===== config.mk =====
export PLATFORM = sky130hd
export DESIGN_NAME = fsr_status_bank
export DESIGN_NICKNAME = d
export VERILOG_FILES = /design/src/logic/fsr_pkg.sv /design/src/logic/fsr_nv_cell.sv /design/src/logic/fsr_status_bank.sv /design/src/logic/fsr_sync2.sv
export SDC_FILE = /design/constraint.sdc
export NUM_CORES = 1
export LEC_CHECK = 0
export BUFFER_PORTS_ARGS = -buffer_cell sky130_fd_sc_hd__buf_2
export CORE_MARGIN = 10
export CORE_UTILIZATION = 40
export DETAILED_ROUTE_END_ITERATION = 10
export GPL_TIMING_DRIVEN = 0
export SLEW_MARGIN = 15
export SYNTH_ARGS = -nofsm -noshare
export SYNTH_HDL_FRONTEND = slang
export SYNTH_SLANG_ARGS = --single-unit

===== constraint.sdc =====
create_clock -name clk -period 3.2 [get_ports clk]
set_clock_uncertainty 0.15 [all_clocks]
set_input_delay 0.64 -clock clk [delete_from_list [all_inputs] [get_ports clk]]
set_output_delay 0.64 -clock clk [all_outputs]
set_load 0.01 [all_outputs]

===== src/logic/fsr_pkg.sv =====
`default_nettype none
package fsr_pkg;

  // command opcodes seen on the command port
  localparam logic [7:0] OP_WREN       = 8'h06;  // set write enable latch
  localparam logic [7:0] OP_WRDI       = 8'h04;  // clear write enable latch
  localparam logic [7:0] OP_CLSR       = 8'h30;  // clear error status
  localparam logic [7:0] OP_CLSR_ALT   = 8'h82;  // clear error status, alias
  localparam logic [7:0] OP_RD_REG     = 8'h65;  // register_read_command
  localparam logic [7:0] OP_WR_REG     = 8'h71;  // register_write_command
  localparam logic [7:0] OP_PROGRAM    = 8'h02;  // page program
  localparam logic [7:0] OP_SECT_ERASE = 8'hD8;  // sector erase
  localparam logic [7:0] OP_CHIP_ERASE = 8'h60;  // whole_chip_erase
  localparam logic [7:0] OP_SOFT_RESET = 8'hF0;  // software reset

  // register addresses for read and write commands
  localparam logic [31:0] ADDR_SR1_NV = 32'h0000_0000;  // status one, nv
  localparam logic [31:0] ADDR_CR1_NV = 32'h0000_0002;  // config one, nv
  localparam logic [31:0] ADDR_SR1_V  = 32'h0080_0000;  // status one, vol
  localparam logic [31:0] ADDR_CR1_V  = 32'h0080_0002;  // config one, vol

  // field positions in status and config registers
  localparam int BIT_WRITE_LOCK = 7;  // persistent_write_lock
  localparam int BIT_PROG_ERR   = 6;  // program error
  localparam int BIT_ERASE_ERR  = 5;  // erase error
  localparam int BIT_BP_HI      = 4;  // block protect msb
  localparam int BIT_BP_LO      = 2;  // block protect lsb
  localparam int BIT_WEL        = 1;  // write_enable_latch
  localparam int BIT_BUSY       = 0;  // operation_busy
  localparam int BIT_BP_VOL_SEL = 3;  // protect_volatility_select

  // factory values of the non-volatile images
  localparam logic [7:0] SR1_NV_FACTORY = 8'h00;
  localparam logic [7:0] CR1_NV_FACTORY = 8'h00;
  localparam logic [7:0] ERASED_BYTE    = 8'hFF;  // image after erase
  localparam logic [2:0] BP_ALL_SET     = 3'h7;   // frozen nv protect
  localparam logic [2:0] BP_NONE        = 3'h0;   // nothing protected

  // non-volatile cell timing
  localparam int CLK_PERIOD_NS = 10;
  localparam int NV_ERASE_NS   = 2000;  // register erase time
  localparam int NV_PROG_NS    = 500;   // register program time
  localparam int NV_ERASE_CYC  = (NV_ERASE_NS + CLK_PERIOD_NS - 1)
                                 / CLK_PERIOD_NS;
  localparam int NV_PROG_CYC   = (NV_PROG_NS + CLK_PERIOD_NS - 1)
                                 / CLK_PERIOD_NS;

  // command as delivered by the serial front end
  typedef struct packed {
    logic [7:0]  opcode;  // instruction byte
    logic [31:0] addr;    // register or array address
    logic [7:0]  data;    // write data byte
  } fsr_cmd_t;

  // status one volatile layout
  typedef struct packed {
    logic       write_lock;  // write_lock_copy
    logic       prog_err;    // program error
    logic       erase_err;   // erase error
    logic [2:0] protect;     // volatile block protect
    logic       write_enable_latch;         // write_enable_latch
    logic       busy;        // operation_busy
  } fsr_sr1_t;

  // states of the non-volatile update sequence
  typedef enum logic [1:0] {
    NV_IDLE,
    NV_ERASE,
    NV_PROG
  } fsr_nv_state_t;

endpackage : fsr_pkg
`default_nettype wire


===== src/logic/fsr_nv_cell.sv =====
`timescale 1ns/10ps
`default_nettype none
module fsr_nv_cell #(
  parameter logic [7:0] RESET_VAL = 8'h00,
  parameter int         ERASE_CYC = 1,
  parameter int         PROG_CYC  = 1
) (
  // clock and reset
  input  wire logic       clk,
  input  wire logic       rst_b,
  // update request
  input  wire logic       start,
  input  wire logic [7:0] value,
  // image and progress
  output var  logic [7:0] image,
  output var  logic       busy,
  output var  logic       done
);

  fsr_pkg::fsr_nv_state_t state_reg, state_next;  // sequence state
  logic [15:0] cnt_reg, cnt_next;                  // phase countdown
  logic [7:0]  pend_reg, pend_next;                // value to program
  logic [7:0]  image_next;
  logic        done_next;

  // erase then program, image shows erased byte between phases
  always_comb begin
    state_next = state_reg;
    cnt_next   = cnt_reg;
    pend_next  = pend_reg;
    image_next = image;
    done_next  = 1'b0;
    case (state_reg)
      fsr_pkg::NV_IDLE: begin
        // requests while busy are not seen by this cell
        if (start) begin
          state_next = fsr_pkg::NV_ERASE;
          cnt_next   = 16'(ERASE_CYC - 1);
          pend_next  = value;
        end
      end
      fsr_pkg::NV_ERASE: begin
        if (cnt_reg == 16'h0000) begin
          image_next = fsr_pkg::ERASED_BYTE;
          state_next = fsr_pkg::NV_PROG;
          cnt_next   = 16'(PROG_CYC - 1);
        end else begin
          cnt_next = cnt_reg - 16'h0001;
        end
      end
      fsr_pkg::NV_PROG: begin
        if (cnt_reg == 16'h0000) begin
          image_next = pend_reg;
          done_next  = 1'b1;
          state_next = fsr_pkg::NV_IDLE;
        end else begin
          cnt_next = cnt_reg - 16'h0001;
        end
      end
      default: state_next = fsr_pkg::NV_IDLE;
    endcase
  end

  // image resets to its factory value only on power-on
  always_ff @(posedge clk or negedge rst_b) begin
    if (!rst_b) begin
      state_reg <= fsr_pkg::NV_IDLE;
      cnt_reg   <= 16'h0000;
      pend_reg  <= 8'h00;
      image     <= RESET_VAL;
      busy      <= 1'b0;
      done      <= 1'b0;
    end else begin
      state_reg <= state_next;
      cnt_reg   <= cnt_next;
      pend_reg  <= pend_next;
      image     <= image_next;
      busy      <= (state_next != fsr_pkg::NV_IDLE);
      done      <= done_next;
    end
  end

endmodule : fsr_nv_cell
`default_nettype wire


===== src/logic/fsr_status_bank.sv =====
// Contract
// - reads of shadowed register return volatile copy
// - any reset reloads volatile from non-volatile
// - nv write: erase, program, then refresh volatile
// - otp programming updates only matching volatile bits
// - volatile writes leave non-volatile image alone
// - reset defaults volatile; factory defaults non-volatile
// - lock bit plus low pin blocks status/config writes
// - pin high or lock clear: writes accepted
// - pin never blocks other registers
// - volatile lock bit mirrors non-volatile lock bit
// - nv bits 6,5 give error defaults, read-only
// - nv bits 1,0 give latch/busy defaults, read-only
// - nv protect mode: write nv, copy to volatile
// - volatile protect mode: write volatile only
// - entering volatile mode sets nv protect 111b
// - protected area refuses program and erase
// - chip erase only with protect bits clear
// - 65h reads, 71h writes registers
// - writes, programs, erases need write latch set
// - busy reads 1 during operation, while an error flag or the busy default is set, else 0
`timescale 1ns/10ps
`default_nettype none
module fsr_status_bank #(
  parameter int ADDR_W    = 27,
  parameter int ERASE_CYC = fsr_pkg::NV_ERASE_CYC,
  parameter int PROG_CYC  = fsr_pkg::NV_PROG_CYC
) (
  // clock and reset
  input  wire logic             clk,
  input  wire logic             rst_b,
  // device pins
  input  wire logic             wp_pin_b,
  input  wire logic             hw_reset_pin_b,
  // decoded commands from the serial front end
  input  wire logic             cmd_valid,
  input  wire fsr_pkg::fsr_cmd_t cmd,
  // register read answer
  output var  logic             rd_valid,
  output var  logic [7:0]       rd_data,
  // array engine handshake
  output var  logic             array_go,
  output var  logic [7:0]       array_op,
  output var  logic [31:0]      array_addr,
  input  wire logic             array_done,
  input  wire logic             array_fail,
  // status view
  output var  logic [7:0]       status_byte,
  output var  logic [2:0]       protect_active
);

  // synchronised pins
  logic [1:0] pins_sync;               // {hw reset, write protect}
  logic       wp_sync_b;               // write-protect pin, low locks
  logic       hwrst_sync_b;            // hardware reset, low active

  // non-volatile images and their sequencers
  logic [7:0] sr_nv;                   // status_one_nonvolatile
  logic [7:0] cr_nv;                   // config_one_nonvolatile
  logic       sr_busy, cr_busy;        // update sequences running
  logic       sr_done, cr_done;        // update finished pulses
  logic       sr_start, cr_start;      // update requests
  logic [7:0] sr_value, cr_value;      // values to program

  // volatile state
  logic [2:0] bpv_reg, bpv_next;       // volatile protect bits
  logic       perr_reg, perr_next;     // program error
  logic       eerr_reg, eerr_next;     // erase error
  logic       wel_reg, wel_next;       // write_enable_latch
  logic       wipd_reg, wipd_next;     // busy default from nv bit 0
  logic [7:0] config_one_volatile_reg, config_one_volatile_next;     // config_one_volatile
  logic       arr_reg, arr_next;       // array operation running

  // output registers
  logic        rd_valid_next;
  logic [7:0]  rd_data_next;
  logic        go_next;
  logic [7:0]  op_next;
  logic [31:0] addr_next;

  // derived views
  logic             busy;              // operation_busy
  logic             bp_vol_sel;        // protect_volatility_select
  logic [2:0]       bp_active;         // protect bits in force
  logic             wr_lock;           // status/config writes blocked
  logic             reload;            // hardware or software reset
  fsr_pkg::fsr_sr1_t status_one_volatile;             // status_one_volatile

  // pins cross into the clock domain
  fsr_sync2 #(
    .W        (2)
  ) u_sync (
    .clk      (clk),
    .rst_b    (rst_b),
    .async_in ({hw_reset_pin_b, wp_pin_b}),
    .sync_out (pins_sync)
  );

  assign wp_sync_b    = pins_sync[0];
  assign hwrst_sync_b = pins_sync[1];

  // status one non-volatile image
  fsr_nv_cell #(
    .RESET_VAL (fsr_pkg::SR1_NV_FACTORY),
    .ERASE_CYC (ERASE_CYC),
    .PROG_CYC  (PROG_CYC)
  ) u_sr_nv (
    .clk       (clk),
    .rst_b     (rst_b),
    .start     (sr_start),
    .value     (sr_value),
    .image     (sr_nv),
    .busy      (sr_busy),
    .done      (sr_done)
  );

  // config one non-volatile image
  fsr_nv_cell #(
    .RESET_VAL (fsr_pkg::CR1_NV_FACTORY),
    .ERASE_CYC (ERASE_CYC),
    .PROG_CYC  (PROG_CYC)
  ) u_cr_nv (
    .clk       (clk),
    .rst_b     (rst_b),
    .start     (cr_start),
    .value     (cr_value),
    .image     (cr_nv),
    .busy      (cr_busy),
    .done      (cr_done)
  );

  // true when addr falls in the top area that bp selects
  function automatic logic in_protected(input logic [2:0]  bp,
                                        input logic [31:0] addr);
    logic [31:0] top;
    int          span;
    top  = 32'h0000_0000;
    span = 7 - int'(bp);
    if (bp == fsr_pkg::BP_NONE) begin
      in_protected = 1'b0;
    end else if (bp == fsr_pkg::BP_ALL_SET) begin
      in_protected = 1'b1;
    end else begin
      top          = addr >> (ADDR_W - span);
      in_protected = (top == ((32'h0000_0001 << span) - 32'h0000_0001));
    end
  endfunction : in_protected

  // derived status
  always_comb begin
    bp_vol_sel = cr_nv[fsr_pkg::BIT_BP_VOL_SEL];
    bp_active  = bp_vol_sel ? bpv_reg
               : sr_nv[fsr_pkg::BIT_BP_HI:fsr_pkg::BIT_BP_LO];
    busy = sr_busy | cr_busy | arr_reg | perr_reg | eerr_reg
         | wipd_reg | sr_done | cr_done;
    wr_lock = sr_nv[fsr_pkg::BIT_WRITE_LOCK] & ~wp_sync_b;
    reload  = ~hwrst_sync_b
            | (cmd_valid & (cmd.opcode == fsr_pkg::OP_SOFT_RESET));
    status_one_volatile.write_lock = sr_nv[fsr_pkg::BIT_WRITE_LOCK];
    status_one_volatile.prog_err   = perr_reg;
    status_one_volatile.erase_err  = eerr_reg;
    status_one_volatile.protect    = bpv_reg;
    status_one_volatile.write_enable_latch        = wel_reg;
    status_one_volatile.busy       = busy;
  end

  // command decode, array completion, reset reload
  always_comb begin
    bpv_next      = bpv_reg;
    perr_next     = perr_reg;
    eerr_next     = eerr_reg;
    wel_next      = wel_reg;
    wipd_next     = wipd_reg;
    config_one_volatile_next     = config_one_volatile_reg;
    arr_next      = arr_reg;
    rd_valid_next = 1'b0;
    rd_data_next  = rd_data;
    go_next       = 1'b0;
    op_next       = array_op;
    addr_next     = array_addr;
    sr_start      = 1'b0;
    cr_start      = 1'b0;
    sr_value      = sr_nv;
    cr_value      = cr_nv;
    // volatile refresh once a non-volatile update completes
    if (sr_done) begin
      wel_next = 1'b0;
      if (!bp_vol_sel) begin
        bpv_next = sr_nv[fsr_pkg::BIT_BP_HI:fsr_pkg::BIT_BP_LO];
      end
    end
    if (cr_done) begin
      config_one_volatile_next = cr_nv;
      wel_next  = 1'b0;
    end
    if (cmd_valid) begin
      case (cmd.opcode)
        fsr_pkg::OP_WREN: begin
          if (!busy) wel_next = 1'b1;
        end
        fsr_pkg::OP_WRDI: begin
          if (!busy) wel_next = 1'b0;
        end
        fsr_pkg::OP_CLSR, fsr_pkg::OP_CLSR_ALT: begin
          perr_next = 1'b0;
          eerr_next = 1'b0;
          wipd_next = 1'b0;
        end
        fsr_pkg::OP_RD_REG: begin
          rd_valid_next = 1'b1;
          case (cmd.addr)
            fsr_pkg::ADDR_SR1_NV: rd_data_next = sr_nv;
            fsr_pkg::ADDR_CR1_NV: rd_data_next = cr_nv;
            fsr_pkg::ADDR_SR1_V:  rd_data_next = status_one_volatile;
            fsr_pkg::ADDR_CR1_V:  rd_data_next = config_one_volatile_reg;
            default:              rd_data_next = 8'h00;
          endcase
        end
        fsr_pkg::OP_WR_REG: begin
          // ignored without latch or while any operation runs
          if (wel_reg && !busy) begin
            case (cmd.addr)
              fsr_pkg::ADDR_SR1_NV: begin
                if (!wr_lock) begin
                  sr_start = 1'b1;
                  sr_value = {cmd.data[fsr_pkg::BIT_WRITE_LOCK],
                              sr_nv[fsr_pkg::BIT_PROG_ERR:
                                    fsr_pkg::BIT_ERASE_ERR],
                              bp_vol_sel
                                ? sr_nv[fsr_pkg::BIT_BP_HI:fsr_pkg::BIT_BP_LO]
                                : cmd.data[fsr_pkg::BIT_BP_HI:
                                           fsr_pkg::BIT_BP_LO],
                              sr_nv[fsr_pkg::BIT_WEL:
                                    fsr_pkg::BIT_BUSY]};
                end
              end
              fsr_pkg::ADDR_SR1_V: begin
                if (!wr_lock) begin
                  if (bp_vol_sel) begin
                    bpv_next = cmd.data[fsr_pkg::BIT_BP_HI:
                                        fsr_pkg::BIT_BP_LO];
                  end
                  wel_next = 1'b0;
                end
              end
              fsr_pkg::ADDR_CR1_NV: begin
                if (!wr_lock) begin
                  cr_start = 1'b1;
                  cr_value = cmd.data;
                  // otp bit can only be set, never cleared
                  cr_value[fsr_pkg::BIT_BP_VOL_SEL] = bp_vol_sel
                    | cmd.data[fsr_pkg::BIT_BP_VOL_SEL];
                  if (!bp_vol_sel && cmd.data[fsr_pkg::BIT_BP_VOL_SEL]) begin
                    sr_start = 1'b1;
                    sr_value = sr_nv;
                    sr_value[fsr_pkg::BIT_BP_HI:fsr_pkg::BIT_BP_LO] =
                      fsr_pkg::BP_ALL_SET;
                  end
                end
              end
              fsr_pkg::ADDR_CR1_V: begin
                if (!wr_lock) begin
                  config_one_volatile_next = cmd.data;
                  config_one_volatile_next[fsr_pkg::BIT_BP_VOL_SEL] =
                    config_one_volatile_reg[fsr_pkg::BIT_BP_VOL_SEL];
                  wel_next  = 1'b0;
                end
              end
              // other registers never see the pin lock
              default: wel_next = wel_reg;
            endcase
          end
        end
        fsr_pkg::OP_PROGRAM, fsr_pkg::OP_SECT_ERASE: begin
          if (wel_reg && !busy) begin
            if (in_protected(bp_active, cmd.addr)) begin
              if (cmd.opcode == fsr_pkg::OP_PROGRAM) perr_next = 1'b1;
              else eerr_next = 1'b1;
            end else begin
              go_next   = 1'b1;
              op_next   = cmd.opcode;
              addr_next = cmd.addr;
              arr_next  = 1'b1;
            end
          end
        end
        fsr_pkg::OP_CHIP_ERASE: begin
          // refused silently while any protect bit is set
          if (wel_reg && !busy && bp_active == fsr_pkg::BP_NONE) begin
            go_next   = 1'b1;
            op_next   = cmd.opcode;
            addr_next = 32'h0000_0000;
            arr_next  = 1'b1;
          end
        end
        default: arr_next = arr_reg;
      endcase
    end
    // array completion; error set wins over a same-cycle clear
    if (arr_reg && array_done) begin
      arr_next = 1'b0;
      if (array_fail) begin
        if (array_op == fsr_pkg::OP_PROGRAM) perr_next = 1'b1;
        else eerr_next = 1'b1;
      end else begin
        wel_next = 1'b0;
      end
    end
    // hardware or software reset reloads volatile from nv
    if (reload) begin
      bpv_next  = sr_nv[fsr_pkg::BIT_BP_HI:fsr_pkg::BIT_BP_LO];
      perr_next = sr_nv[fsr_pkg::BIT_PROG_ERR];
      eerr_next = sr_nv[fsr_pkg::BIT_ERASE_ERR];
      wel_next  = sr_nv[fsr_pkg::BIT_WEL];
      wipd_next = sr_nv[fsr_pkg::BIT_BUSY];
      config_one_volatile_next = cr_nv;
    end
  end

  // register stage; power-on values equal factory nv copies
  always_ff @(posedge clk or negedge rst_b) begin
    if (!rst_b) begin
      bpv_reg        <= fsr_pkg::SR1_NV_FACTORY[fsr_pkg::BIT_BP_HI:
                                                fsr_pkg::BIT_BP_LO];
      perr_reg       <= fsr_pkg::SR1_NV_FACTORY[fsr_pkg::BIT_PROG_ERR];
      eerr_reg       <= fsr_pkg::SR1_NV_FACTORY[fsr_pkg::BIT_ERASE_ERR];
      wel_reg        <= fsr_pkg::SR1_NV_FACTORY[fsr_pkg::BIT_WEL];
      wipd_reg       <= fsr_pkg::SR1_NV_FACTORY[fsr_pkg::BIT_BUSY];
      config_one_volatile_reg       <= fsr_pkg::CR1_NV_FACTORY;
      arr_reg        <= 1'b0;
      rd_valid       <= 1'b0;
      rd_data        <= 8'h00;
      array_go       <= 1'b0;
      array_op       <= 8'h00;
      array_addr     <= 32'h0000_0000;
      status_byte    <= 8'h00;
      protect_active <= 3'h0;
    end else begin
      bpv_reg        <= bpv_next;
      perr_reg       <= perr_next;
      eerr_reg       <= eerr_next;
      wel_reg        <= wel_next;
      wipd_reg       <= wipd_next;
      config_one_volatile_reg       <= config_one_volatile_next;
      arr_reg        <= arr_next;
      rd_valid       <= rd_valid_next;
      rd_data        <= rd_data_next;
      array_go       <= go_next;
      array_op       <= op_next;
      array_addr     <= addr_next;
      status_byte    <= status_one_volatile;
      protect_active <= bp_active;
    end
  end

endmodule : fsr_status_bank
`default_nettype wire


===== src/logic/fsr_sync2.sv =====
`timescale 1ns/10ps
`default_nettype none
module fsr_sync2 #(
  parameter int W = 1
) (
  // clock and reset
  input  wire logic         clk,
  input  wire logic         rst_b,
  // asynchronous levels in, synchronised levels out
  input  wire logic [W-1:0] async_in,
  output var  logic [W-1:0] sync_out
);

  logic [W-1:0] meta_reg;  // first stage, read only by second stage

  // two flops, idle high since pins are active-low levels
  always_ff @(posedge clk or negedge rst_b) begin
    if (!rst_b) begin
      meta_reg <= '1;
      sync_out <= '1;
    end else begin
      meta_reg <= async_in;
      sync_out <= meta_reg;
    end
  end

endmodule : fsr_sync2
`default_nettype wire


==> metrics.md <==
| Metric | Value |
|---|---|
| Status | finished, violations left |
| Failing checks | negative setup slack |
| Synth top cells by count | nand2_1 (150), dfrtp_1 (149), o21ai_0 (86) |
| Per-cell routed wire length | 18.3 um |
| Post-synth EDFFs | 0 |
| Critical Path AT | between 3 and 4 ns |
| Routed vias/inst | ~5.6 |
| Synth-to-Final Area Change | 26.4% |
| Distinct cells, synth | around 70 |
| RR Startpoint | u_cr_nv.image[3] |
| Async set-reset flop share out of synthesis | 1.00 |
| Final hold vios | 0 |
| Largest net degree at the start of global routing | 98 |
| Grt total ovfl | 0 |
| Worst relative slew slack | 0.533 |
| Switching Fraction | 0.229 |
| Skew-Pair Late Insertion Delay | 0.42 ns |
| Yosys top cell by area | dfrtp_1 |
| Register area | 3840 um^2 |
| Max Slew Vio Count | 0 |
| Mapped Cells | ~850 |
| Share of cells above drive strength 1 | 0.274 |
| Post-Synth Simple-Gate Area | 0.217 |
| Tightest Pin Transition | 0.700 ns |
| Port bufs | 111 |
| Clock transition at the registers of the reported paths | roughly 0.060 ns |
| Final min period | 3.29 ns |
| Total number of vias | about 7000 |
| Gate power share | 0.052 |
| Synth Area in XOR/XNOR | 0.00328 |
| First-pass iteration count of the detailed router | 5 |
| Fin crit share | 1.03 |
| Max Freq | a little over 300 MHz |
| Yosys reg bits | approximately 150 |
| Post-Place Cells | 1229 |
| CTS root buffer | clkbuf_16 |
| Yosys warnings | 0 |
| Cell area after layout | 10100 um^2 |
| Top-count cell post-synth | nand2_1 |
| First-pass GRT wire length | 38600 um |
| Final cell count without fillers | 1281 |
| Antenna diodes | 0 |
| WHS Path Cells | 1 |
| Clk buf depth | 2 |
| Top cell type's share of synthesized area | 0.465 |
| Setup_tns | -0.967 ns |
| IO Pins | 116 |
| Mux contribution to synthesized area | 0.0652 |
| Initial antenna violation count | 1 |
| Post-synthesis compound-gate area fraction | 0.179 |
| Worst setup slack after layout | -0.0893 ns |
| VDD IR max | 0.362 mV |
| Critical path class | reg2reg |
| Final wirelength | 23400 um |
| CP max FO | 5 |
| Critical path required time | 3.41 ns |
| Adder-cell area share of the yosys netlist | 0.0218 |
| CTS Sinks | 153 |
| GRT Overall Usage | 0.178 |
| Filler instances | 1845 |
| Area of the multi-input gates | roughly 4300 um^2 |
| Hold Path Origin | wp_pin_b |
| CP Launch Type | flip-flop |
| Top_reg_cell synth | dfrtp_1 |
| RePlAce Congestion | 0.830 |
| Reg power frac | 0.468 |
| Max reg flops | 32 |
| RSZ-0062 raised after global routing | yes |
| Share of total power in the clock network | 0.480 |
| Leak Pwr | roughly 0.0047 uW |
| Initial Utilization | 0.410 |
| Sequential area share after synthesis | 0.478 |
| Vias in the first global route | 7063 |
| Syn Area/Cell | 9.42 um^2 |
| Mapped Area | ~8000 um^2 |
| Remaining DRCs | 0 |
| Die Width | 162 um |
| Total Nets Final | around 1100 |
| Hold Crit Endpoint | u_sync.meta_reg[0] |
| Total Power | 4210 uW |
| Endpoints failing setup | 28 |
| RR Endpoint | eerr_reg |
| HPWL Detailed | about 16000 um |
| Power per cell area | approximately 420 nW/um^2 |
| Int Pwr | about 3200 uW |
| Crit end category | flip-flop |
| Total CTS buffers | 17 |
| Syn Nets | 921 |
| Largest family of logic cells by synthesized area | simple AND/OR/NAND/NOR gates |
| # rows | 51 |
| Htree depth | 4 |
| Max_cap viols | 0 |
| Worst R2R Path Depth | 13 |
| CTS tree | built |
| Area of placed instances | 8950 um^2 |
| Post-Place Setup Slack | -0.975 ns |
| Antenna viol nets, final | 0 |
| Die ar. | 26100 um^2 |
| Net Sw Power | roughly 960 uW |
| Core Area | 19600 um^2 |
| Vert. Die Dim | 162 um |
| DRT iter0 DRCs | 521 |
| Worst Hold Class | in2reg |
| Area contributors post-synth | dfrtp_1 (46%), nand2_1 (7.0%), o21ai_0 (5.4%) |
| Flop2flop setup slack | -0.09 ns |
-- power groups by stage --
stage / clock network, uW / registers [uW] / logic (uW)
finish: 2020 / 1970 / 217
global route: 2160 / 1970 / 239
CTS: 2070 / 1970 / 214
detailed placement: 0 / 2010 / 209
global placement: 0 / 2010 / 203
floorplan: 0 / 2000 / 77.1
-- per-layer routing --
layer / vias up / wire length [um] / global-route usage
met2: 193 / 10700 / 0.272
met5: - / 13 / 0
li1: 3398 / - / -
met3: 27 / 1300 / 0.0399
met4: 2 / 348 / 0.0542
met1: 3519 / 11000 / 0.248
-- worst max path at each step --
stage                         end  slack [ns]  cells past startpoint        startpoint
4_1_cts                  eerr_reg       -0.08                     14  u_cr_nv.image[3]
3_3_place_gp   u_sr_nv.cnt_reg[8]       -1.08                      1             rst_b
5_1_grt                  eerr_reg       -0.20                     13  u_cr_nv.image[3]
3_5_place_dp   u_sr_nv.cnt_reg[8]       -0.98                      9           cmd[46]
6_report                 eerr_reg       -0.09                     13  u_cr_nv.image[3]
2_1_floorplan            eerr_reg        0.06                     12  u_cr_nv.image[3]
-- cells in the final DEF (no fill, tap or decap), types with 4 or more instances in the layout --
cell,count
nor3_1,12
clkbuf_16,18
and2_1,10
ha_1,13
o21ai_0,86
clkbuf_8,4
nand3b_1,4
mux2i_1,5
a32oi_1,23
clkbuf_1,23
a21oi_1,30
buf_4,24
a21o_1,4
inv_1,19
buf_6,5
a32oi_2,11
or2_2,6
or4_4,6
a31oi_1,6
dfstp_2,4
nand3_1,29
nor2_1,60
nor2b_1,23
nand4_1,9
a22o_1,7
mux2_2,15
nand2b_1,10
dfrtp_1,147
and3_1,4
nand2_1,150
nor4_1,12
buf_2,110
o31ai_1,4
nor4_4,6
mux4_2,11
o22ai_1,7
clkbuf_2,8
-- what timing repair did --
action,4_1_cts,5_1_grt
hold endpoints to repair,8,0
gates resized for setup,45,48
buffers inserted,10,12
hold buffers,1,0
endpoints found under the setup margin,93,89
pin swaps,10,39
gates cloned,0,1
-- critical path, cell delays in order, from the launching register on --
cell and delay, ns:
dfrtp_1 0.37, buf_6 0.14, mux2i_4 0.20, clkbuf_8 0.17
nor3_4 0.20, inv_2 0.07, ha_4 0.19, xor2_1 0.19
a22o_1 0.20, o211ai_1 0.09, or4_4 0.59, buf_8 0.16
a2111oi_4 0.35, o22a_1 0.18
-- cell type report --
cell class / instances / area share
Buffer: 41 / 0.0238
Tap cell: 265 / 0.0327
Clock inverter: 10 / 0.0115
Multi-Input combinational cell: 631 / 0.420
Sequential cell: 153 / 0.378
Inverter: 23 / 0.00900
Clock buffer: 22 / 0.0467
Timing Repair Buffer: 136 / 0.0786
-- through the flow --
step                utilization  hold WS, ns
finish                    0.518        0.160
global route              0.518        0.153
CTS                       0.501        0.149
detailed placement        0.457        0.199
global placement          0.455        0.196
floorplan                     -        0.194
-- kinds of logic (layout without fill, tap and decap cells) --
kind of cell	after synthesis	in the layout
AND/OR/NAND/NOR	362	362
XOR/XNOR	3	3
buffers and inverters	68	232
multiplexers	35	35
adder cells (fa/ha/maj)	14	14
flip-flops	153	153
AO/OA/AOI/OAI	217	217
No activity file was read; power rests on OpenSTA's default activity.
